--- config.mk ---
export PLATFORM = sky130hd
export DESIGN_NAME = led_sink_device_flat
export DESIGN_NICKNAME = d
export VERILOG_FILES = /design/src/inc/led_sink_pkg.sv /design/src/inc/led_link_if.sv /design/src/led_sink_device.sv /design/src/common_shift.sv /design/src/flat_wrapper.sv
export SDC_FILE = /design/constraint.sdc
export NUM_CORES = 1
export LEC_CHECK = 0
export BUFFER_PORTS_ARGS = -buffer_cell sky130_fd_sc_hd__buf_2
export CAP_MARGIN = 5
export CORE_ASPECT_RATIO = 0.8
export CORE_MARGIN = 2
export CORE_UTILIZATION = 45
export DETAILED_ROUTE_END_ITERATION = 8
export HOLD_SLACK_MARGIN = 0.1
export PLACE_DENSITY_LB_ADDON = 0.25
export SLEW_MARGIN = 20
export SYNTH_ARGS = -nofsm -noshare
export SYNTH_HDL_FRONTEND = slang
export SYNTH_SLANG_ARGS = --single-unit
--- constraint.sdc ---
create_clock -name clock_in -period 1.2 [get_ports clock_in]
set_input_delay 0.24 -clock clock_in [delete_from_list [all_inputs] [get_ports clock_in]]
set_output_delay 0.24 -clock clock_in [all_outputs]
set_load 0.05 [all_outputs]
--- src/inc/led_sink_pkg.sv ---
package led_sink_pkg;

  // ----------------------------------------------------------------
  // Word and latch layout
  // ----------------------------------------------------------------
  localparam int WORD_W        = 25;
  localparam int LATCH_W       = 24;
  localparam int SEL_BIT       = 24;
  localparam int GROUP_SIZE    = 8;
  localparam int GROUP_N       = 3;
  localparam int BC_W          = 7;
  localparam int RED_LSB       = 0;
  localparam int GREEN_LSB     = 7;
  localparam int BLUE_LSB      = 14;
  localparam int DET_LSB       = 21;
  localparam int DET_W         = 3;
  localparam int DET_SHORT_BIT = 23;

  localparam logic SEL_ONOFF   = 1'b0;
  localparam logic SEL_CONTROL = 1'b1;

  localparam logic [WORD_W-1:0]  WORD_RESET  = 25'h0000000;
  localparam logic [LATCH_W-1:0] LATCH_RESET = 24'h000000;
  localparam logic [BC_W-1:0]    BC_OFF      = 7'h00;

  // ----------------------------------------------------------------
  // Pin sampling in the device
  // ----------------------------------------------------------------
  localparam int PIN_N     = 4;
  localparam int PIN_SCLK  = 0;
  localparam int PIN_SDATA = 1;
  localparam int PIN_XFER  = 2;
  localparam int PIN_BLANK = 3;

  // ----------------------------------------------------------------
  // Timing
  // ----------------------------------------------------------------
  localparam int CLK_PERIOD_NS = 8;
  localparam int HALF_BIT_NS   = 32;
  // Least time: round up, at least one cycle
  localparam int HALF_BIT_CYC_RAW =
    (HALF_BIT_NS + CLK_PERIOD_NS - 1) / CLK_PERIOD_NS;
  localparam int HALF_BIT_CYC =
    (HALF_BIT_CYC_RAW < 1) ? 1 : HALF_BIT_CYC_RAW;
  localparam int CNT_W = 3;
  localparam logic [CNT_W-1:0] HALF_LAST =
    CNT_W'(HALF_BIT_CYC - 1);
  localparam logic [4:0] BIT_TOP = 5'(WORD_W - 1);

endpackage : led_sink_pkg

--- src/inc/led_link_if.sv ---
interface led_link_if;
  logic shift_clock;
  logic serial_data;
  logic transfer_pulse;
  logic blank;

  modport device (
    input shift_clock,
    input serial_data,
    input transfer_pulse,
    input blank
  );

  modport host (
    output shift_clock,
    output serial_data,
    output transfer_pulse,
    output blank
  );
endinterface : led_link_if

--- src/led_sink_device.sv ---
module led_sink_device
  import led_sink_pkg::*;
(
  input  wire logic                   clock_in,
  input  wire logic                   rst_in,
  led_link_if.device                  link_if,
  output logic [LATCH_W-1:0]          sink_outputs_out,
  output logic [LATCH_W*BC_W-1:0]     sink_level_out,
  output logic [BC_W-1:0]             red_brightness_out,
  output logic [BC_W-1:0]             green_brightness_out,
  output logic [BC_W-1:0]             blue_brightness_out,
  output logic [DET_W-1:0]            detect_code_out,
  output logic                        open_led_check_out,
  output logic                        shorted_led_check_out,
  output logic                        onoff_loaded_out,
  output logic                        control_loaded_out,
  output logic [WORD_W-1:0]           shift_word_out
);

  // ----------------------------------------------------------------
  // Pin synchronisers
  // ----------------------------------------------------------------
  logic [PIN_N-1:0] pins_raw;
  logic [PIN_N-1:0] meta_r;
  logic [PIN_N-1:0] sync_r;

  assign pins_raw[PIN_SCLK]  = link_if.shift_clock;
  assign pins_raw[PIN_SDATA] = link_if.serial_data;
  assign pins_raw[PIN_XFER]  = link_if.transfer_pulse;
  assign pins_raw[PIN_BLANK] = link_if.blank;

  // Pins come from the controller, not from our clock
  generate
    for (genvar p = 0; p < PIN_N; p++) begin : g_sync
      always_ff @(posedge clock_in) begin
        if (rst_in) begin
          meta_r[p] <= 1'b0;
          sync_r[p] <= 1'b0;
        end else begin
          meta_r[p] <= pins_raw[p];
          sync_r[p] <= meta_r[p];
        end
      end
    end
  endgenerate

  // ----------------------------------------------------------------
  // Edge detection
  // ----------------------------------------------------------------
  logic sclk_prev_r;
  logic xfer_prev_r;
  logic shift_rise;
  logic xfer_rise;
  logic blank_now;

  always_ff @(posedge clock_in) begin
    if (rst_in) begin
      sclk_prev_r <= 1'b0;
      xfer_prev_r <= 1'b0;
    end else begin
      sclk_prev_r <= sync_r[PIN_SCLK];
      xfer_prev_r <= sync_r[PIN_XFER];
    end
  end

  // Edges are found on the synchronised copies, so a clock phase
  // shorter than one cycle can slip between samples
  assign shift_rise = sync_r[PIN_SCLK] & ~sclk_prev_r;
  assign xfer_rise  = sync_r[PIN_XFER] & ~xfer_prev_r;
  // Blank counts as asserted during reset so nothing lights early
  assign blank_now  = sync_r[PIN_BLANK] | rst_in;

  // ----------------------------------------------------------------
  // Common shift register
  // ----------------------------------------------------------------
  logic [WORD_W-1:0] word;

  // Data and clock share the synchroniser delay, so the bit seen at
  // the clock edge is the one the controller set up before it
  // Extra clocks push the oldest bits out of the top; the last 25
  // bits before a pulse form the word
  common_shift common_shift_i (
    .clock_in (clock_in),
    .rst_in   (rst_in),
    .shift_in (shift_rise),
    .bit_in   (sync_r[PIN_SDATA]),
    .word_out (word)
  );

  assign shift_word_out = word;

  // ----------------------------------------------------------------
  // Data latches
  // ----------------------------------------------------------------
  logic [LATCH_W-1:0] output_enable_bits_r;
  logic [LATCH_W-1:0] group_control_word_r;
  logic               onoff_loaded_r;
  logic               control_loaded_r;

  // Only the latch picked by the top bit moves; the other holds
  // Real latches power up undefined; here they clear on reset so the
  // model starts from a known state. Software must not rely on it.
  always_ff @(posedge clock_in) begin
    if (rst_in) begin
      output_enable_bits_r <= LATCH_RESET;
    end else if (xfer_rise && word[SEL_BIT] == SEL_ONOFF) begin
      output_enable_bits_r <= word[LATCH_W-1:0];
    end
  end

  always_ff @(posedge clock_in) begin
    if (rst_in) begin
      group_control_word_r <= LATCH_RESET;
    end else if (xfer_rise && word[SEL_BIT] == SEL_CONTROL) begin
      group_control_word_r <= word[LATCH_W-1:0];
    end
  end

  always_ff @(posedge clock_in) begin
    if (rst_in) begin
      onoff_loaded_r   <= 1'b0;
      control_loaded_r <= 1'b0;
    end else begin
      onoff_loaded_r   <= xfer_rise & (word[SEL_BIT] == SEL_ONOFF);
      control_loaded_r <= xfer_rise & (word[SEL_BIT] == SEL_CONTROL);
    end
  end

  // One-cycle strobes marking a load; they carry no data
  assign onoff_loaded_out   = onoff_loaded_r;
  assign control_loaded_out = control_loaded_r;

  // ----------------------------------------------------------------
  // Control word fields
  // ----------------------------------------------------------------
  logic [BC_W-1:0] group_brightness [GROUP_N];

  assign group_brightness[0] = group_control_word_r[RED_LSB +: BC_W];
  assign group_brightness[1] = group_control_word_r[GREEN_LSB +: BC_W];
  assign group_brightness[2] = group_control_word_r[BLUE_LSB +: BC_W];

  // Brightness reaches the outputs straight from the latch, with no
  // further event needed
  assign red_brightness_out   = group_brightness[0];
  assign green_brightness_out = group_brightness[1];
  assign blue_brightness_out  = group_brightness[2];

  // Detection select is only passed out; no detection is modelled
  assign detect_code_out = group_control_word_r[DET_LSB +: DET_W];
  // Codes 0-3 open check, 4-7 shorted check
  assign shorted_led_check_out =
    group_control_word_r[DET_SHORT_BIT];
  assign open_led_check_out =
    ~group_control_word_r[DET_SHORT_BIT];

  // ----------------------------------------------------------------
  // Sink outputs
  // ----------------------------------------------------------------
  logic [LATCH_W-1:0]      sink_r;
  logic [LATCH_W*BC_W-1:0] level_r;

  generate
    for (genvar ch = 0; ch < LATCH_W; ch++) begin : g_sink
      localparam int GRP = ch / GROUP_SIZE;
      // Blank and latch are sampled every clock, so a change shows
      // one cycle after it reaches these flops
      always_ff @(posedge clock_in) begin
        if (blank_now) begin
          sink_r[ch] <= 1'b0;
        end else begin
          sink_r[ch] <= output_enable_bits_r[ch];
        end
      end

      // Off channels carry a zero code so no stale level is seen
      always_ff @(posedge clock_in) begin
        if (blank_now || !output_enable_bits_r[ch]) begin
          level_r[ch*BC_W +: BC_W] <= BC_OFF;
        end else begin
          level_r[ch*BC_W +: BC_W] <= group_brightness[GRP];
        end
      end
    end
  endgenerate

  assign sink_outputs_out = sink_r;
  assign sink_level_out   = level_r;

endmodule : led_sink_device

--- src/common_shift.sv ---
module common_shift
  import led_sink_pkg::*;
(
  input  wire logic              clock_in,
  input  wire logic              rst_in,
  input  wire logic              shift_in,
  input  wire logic              bit_in,
  output logic [WORD_W-1:0]      word_out
);

  // ----------------------------------------------------------------
  // Serial word, first bit ends at the top
  // ----------------------------------------------------------------
  always_ff @(posedge clock_in) begin
    if (rst_in) begin
      word_out <= WORD_RESET;
    end else if (shift_in) begin
      word_out <= {word_out[WORD_W-2:0], bit_in};
    end
  end

endmodule : common_shift

--- src/flat_wrapper.sv ---
// flat-port wrapper written by rule: the top's interface ports become plain ports
module led_sink_device_flat import led_sink_pkg::*;
  (clock_in, rst_in, sink_outputs_out, sink_level_out, red_brightness_out, green_brightness_out, blue_brightness_out, detect_code_out, open_led_check_out, shorted_led_check_out, onoff_loaded_out, control_loaded_out, shift_word_out, link_if_shift_clock, link_if_serial_data, link_if_transfer_pulse, link_if_blank);
  led_link_if link_if_i ();
  input  wire logic clock_in;
  input  wire logic rst_in;
  output logic [LATCH_W-1:0] sink_outputs_out;
  output logic [LATCH_W*BC_W-1:0] sink_level_out;
  output logic [BC_W-1:0] red_brightness_out;
  output logic [BC_W-1:0] green_brightness_out;
  output logic [BC_W-1:0] blue_brightness_out;
  output logic [DET_W-1:0] detect_code_out;
  output logic open_led_check_out;
  output logic shorted_led_check_out;
  output logic onoff_loaded_out;
  output logic control_loaded_out;
  output logic [WORD_W-1:0] shift_word_out;
  input wire logic [$bits(link_if_i.shift_clock)-1:0] link_if_shift_clock;
  input wire logic [$bits(link_if_i.serial_data)-1:0] link_if_serial_data;
  input wire logic [$bits(link_if_i.transfer_pulse)-1:0] link_if_transfer_pulse;
  input wire logic [$bits(link_if_i.blank)-1:0] link_if_blank;
  assign link_if_i.shift_clock = link_if_shift_clock;
  assign link_if_i.serial_data = link_if_serial_data;
  assign link_if_i.transfer_pulse = link_if_transfer_pulse;
  assign link_if_i.blank = link_if_blank;
  led_sink_device u_core (.clock_in(clock_in), .rst_in(rst_in), .link_if(link_if_i), .sink_outputs_out(sink_outputs_out), .sink_level_out(sink_level_out), .red_brightness_out(red_brightness_out), .green_brightness_out(green_brightness_out), .blue_brightness_out(blue_brightness_out), .detect_code_out(detect_code_out), .open_led_check_out(open_led_check_out), .shorted_led_check_out(shorted_led_check_out), .onoff_loaded_out(onoff_loaded_out), .control_loaded_out(control_loaded_out), .shift_word_out(shift_word_out));
endmodule
==> results.txt <==
The worst vdd rail ir drop came out at 1.23 mV. The area taken by multi-input logic gates is 2330 um^2. The class of the most critical hold timing path is in -> reg.

The leakage power figure came out at 6.30 nW. The first global-routing pass estimated 38400 um of wire. The count of H-tree levels built during CTS came out at 1.

The cell family contributing the most delay on the critical path is flip-flops. 251 I/O pins were placed. The area fraction of the dominant cell type after synthesis is 69.2%. The post-route non-filler standard cell count is 1319.

The final period demand of the worst path is 1.36 ns. The pin count of the biggest net entering global routing is 69. The timing-limited maximum frequency is 736 MHz. The capturing element type of the critical path is a primary output.

Counting flops and latches in the post-synthesis netlist gives 277. Ranked by instance count, the synthesized netlist is headed by sky130_fd_sc_hd__dfxtp_1, sky130_fd_sc_hd__and3_1, sky130_fd_sc_hd__nand2_1. The remaining number of nets flagged by the antenna check after routing came out at 0. The number of global-route vias before repair came out at 6752. Setup repair after global routing could not meet its margin everywhere. The reported max-cap violation count came out at 0. The synthesized netlist contains 19 unique library cells. The clock transition at the registers of the reported paths came out at 0.07 ns.

Summed over all layers, the global routing overflow is 0. After detailed routing, the total wire length is 27000 um. The number of diodes is 0.

The floorplan core area came out at 17400 um^2. The number of enable flip-flop cells after synthesis came out at 0. The number of failing hold endpoints at the final stage is 0. Of the available clock period, the critical path in the final layout requires 113%. The cell area that synthesis handed to floorplanning was 8010 um^2. The source-to-sink clock delay at the later pin of the worst-skew pair is 0.52 ns. The max-slew headroom at the worst pin is 68.9%. The clock arrives with 0.0137 ns of skew. The final weighted congestion of routability-driven global placement is 0.843. The per-cell via count in the routed design came out at 5.24. The count of buffer and inverter cells on the critical path came out at 2. The slack of the critical path came out at -0.159 ns.

sky130_fd_sc_hd__dfxtp_1 takes more of the synthesized area than any other cell. In this run the worst path has a maximum fanout of 3. STA classifies the critical path startpoint as a flip-flop. The number of placed cells counting well taps came out at 1236. The run finished, with violations left.

A synthesized cell averages 10.6 um^2. The flip-flop cell with the highest count after synthesis is sky130_fd_sc_hd__dfxtp_1. The detailed-routed wire length on met3 came out at 1700 um. For the pin with the worst max-slew slack, the measured transition is 0.465 ns. The arrival time reported for the critical path endpoint came out at 1.12 ns.

Once the floorplan was initialized, standard cells occupied 46.1% of the core. The overall global routing resource usage came out at 25.9%. Counting along the longest clock path gives a buffer depth of 3. The number of nets in the synthesized netlist is 761. The critical-path cell with the highest stage delay is sky130_fd_sc_hd__dfxtp_4.

The synthesized netlist cell count is 755. For this run, the register share of the synthesized area comes to 69.2%. After synthesis, the cell types taking the most area are sky130_fd_sc_hd__dfxtp_1, sky130_fd_sc_hd__and3_1, sky130_fd_sc_hd__nand2_1, sky130_fd_sc_hd__a21oi_1, sky130_fd_sc_hd__and2_1. Data on the critical path is required at its endpoint by 0.96 ns. The floorplan step set the die height to 123 um. The area of the die came out at 18900 um^2. The post-DP HPWL is 14300 um. The initial antenna violation count came out at 0.

The number of endpoints failing setup at the final stage is 275. The delay of the slowest cell on the worst path is 0.34 ns. The total number of vias is 6908.

The top routing layer in use is met4. Timing analysis after detailed placement gives a worst setup slack of -0.0200 ns. The count of final max-slew check failures is 0.

From left edge to right edge, the die measures 153 um. The number of DRC violations after detailed routing came out at 0. The iteration-0 DRC count of the detailed router is 467. The routed length on met1 is 10800 um. Compared with the post-synthesis result, the final layout area differs by 71.6%. Cells fill 79.1% of the core in the end. The proportion of layout cells with a drive suffix above 1 came out at 58.4%. For this design, the sink count on the clock tree is 277. The wire length per cell after detailed routing came out at 20.5 um.

The worst setup path is of the reg -> out kind. The first detailed-routing pass took 5 iterations. Walking the worst path, the cells encountered are buf_6 > buf_8. After detailed routing, the met2 layer carries 13700 um of wire.

The number of port buffers came out at 250. The number of clock buffers inserted by TritonCTS is 26. The count of warnings emitted by yosys is 0. The final reports fail on setup timing. The row count is 43. The tree is rooted in a sky130_fd_sc_hd__clkbuf_16. The combined flip-flop and latch cell area came out at 5910 um^2. The post-layout net count came out at 1081. TritonCTS built the clock tree. In the post-synthesis netlist, the cell with the most instances is sky130_fd_sc_hd__dfxtp_1. The filler cells instantiated in the layout total 975.

The areal power density over the cells came out at 1310 nW/um^2. After synthesis, the share of flip-flops with an asynchronous set or reset is 0%.
==> path summary, 6_finish.rpt <==
path	from	to	slack, ns	depth (start not counted)
worst max-delay path	u_core.common_shift_i.word_out[24]	shift_word_out[24]	-0.16	2
worst min-delay path	rst_in	u_core.sink_outputs_out[14]	0.24	4
worst max register to register	u_core.common_shift_i.word_out[24]	u_core.output_enable_bits_r[19]	-0.10	5
worst min register to register	u_core.meta_r[0]	u_core.sync_r[0]	0.44	1
==> cell families (layout without fill, tap and decap cells) <==
group,after synthesis,count (layout),share of synthesized area (%)
and+or+nand+nor,357,357,23.5
buffers and inverters,48,387,2.72
DFF,277,277,69.2
AOI/OAI and AO/OA,73,73,4.56
==> state kept, by name, indices dropped and copies added, names as in the netlist <==
signal	flops
u_core.output_enable_bits_r	24
u_core.common_shift_i.word_out	25
u_core.sclk_prev_r	1
u_core.sink_outputs_out	24
u_core.xfer_prev_r	1
u_core.group_control_word_r	24
u_core.control_loaded_out	1
u_core.onoff_loaded_out	1
u_core.meta_r	4
u_core.sink_level_out	168
u_core.sync_r	4
==> worst reg2reg max path, cell delays in order, from the launching register on <==
cell and delay [ns]:
sky130_fd_sc_hd__dfxtp_4 0.34, sky130_fd_sc_hd__buf_4 0.15, sky130_fd_sc_hd__or3b_4 0.38, sky130_fd_sc_hd__buf_6 0.16
sky130_fd_sc_hd__nand2_1 0.08, sky130_fd_sc_hd__a21oi_1 0.07
==> routing by layer <==
layer	track usage, %	vias to the layer above
li1	-	3147
met1	32.1	3422
met2	46.2	286
met3	5.22	53
met4	7.18	0
met5	0	-
==> through the flow <==
| stage | hold slack, ns | setup TNS [ns] | power [mW] | cell area [um^2] |
|---|---|---|---|---|
| CTS | 0.198 | -16.19 | 17.9 | 13400 |
| detailed placement | 0.428 | -0.250 | 9.72 | 9860 |
| floorplan | 0.368 | -1.18 | 9.59 | 8020 |
| global route | 0.229 | -22.61 | 18.5 | 13700 |
| global placement | 0.418 | 0 | 9.72 | 9860 |
| finish | 0.239 | -12.39 | 18.0 | 13700 |
==> where the power goes <==
group / switching, mW / internal (mW) / total [mW]
Sequential: 0.00851 / 9.15 / 9.16
Combinational: 0.224 / 0.127 / 0.352
Clock: 3.50 / 4.95 / 8.44
Total: 3.73 / 14.2 / 18.0
==> area by class of cell <==
class | instances | area share, %
Tap cell | 225 | 2.05
Inverter | 1 | 0.0273
Sequential cell | 277 | 43.0
Clock buffer | 34 | 5.32
Multi-Input combinational cell | 430 | 16.9
Clock inverter | 13 | 1.06
Timing Repair Buffer | 339 | 31.6
==> what timing repair did <==
item	4_1_cts	5_1_grt
buffers inserted	19	8
hold endpoints to repair	7	0
hold buffers	8	0
gates cloned	0	1
gates resized for setup	892	78
endpoints found under the setup margin	269	293
==> placed cells by master (no fill, tap or decap), drive strengths merged, types with 8 or more instances in the layout <==
| master | netlist | routed |
|---|---|---|
| a21oi | 73 | 73 |
| dfxtp | 277 | 277 |
| dlygate4sd3 | 0 | 8 |
| nor2b | 11 | 11 |
| nand2 | 146 | 146 |
| buf | 19 | 330 |
| clkbuf | 28 | 35 |
| and3 | 168 | 168 |
| and2 | 24 | 24 |
| clkinv | 0 | 9 |
Note: power is estimated with default switching activity, not from simulation.
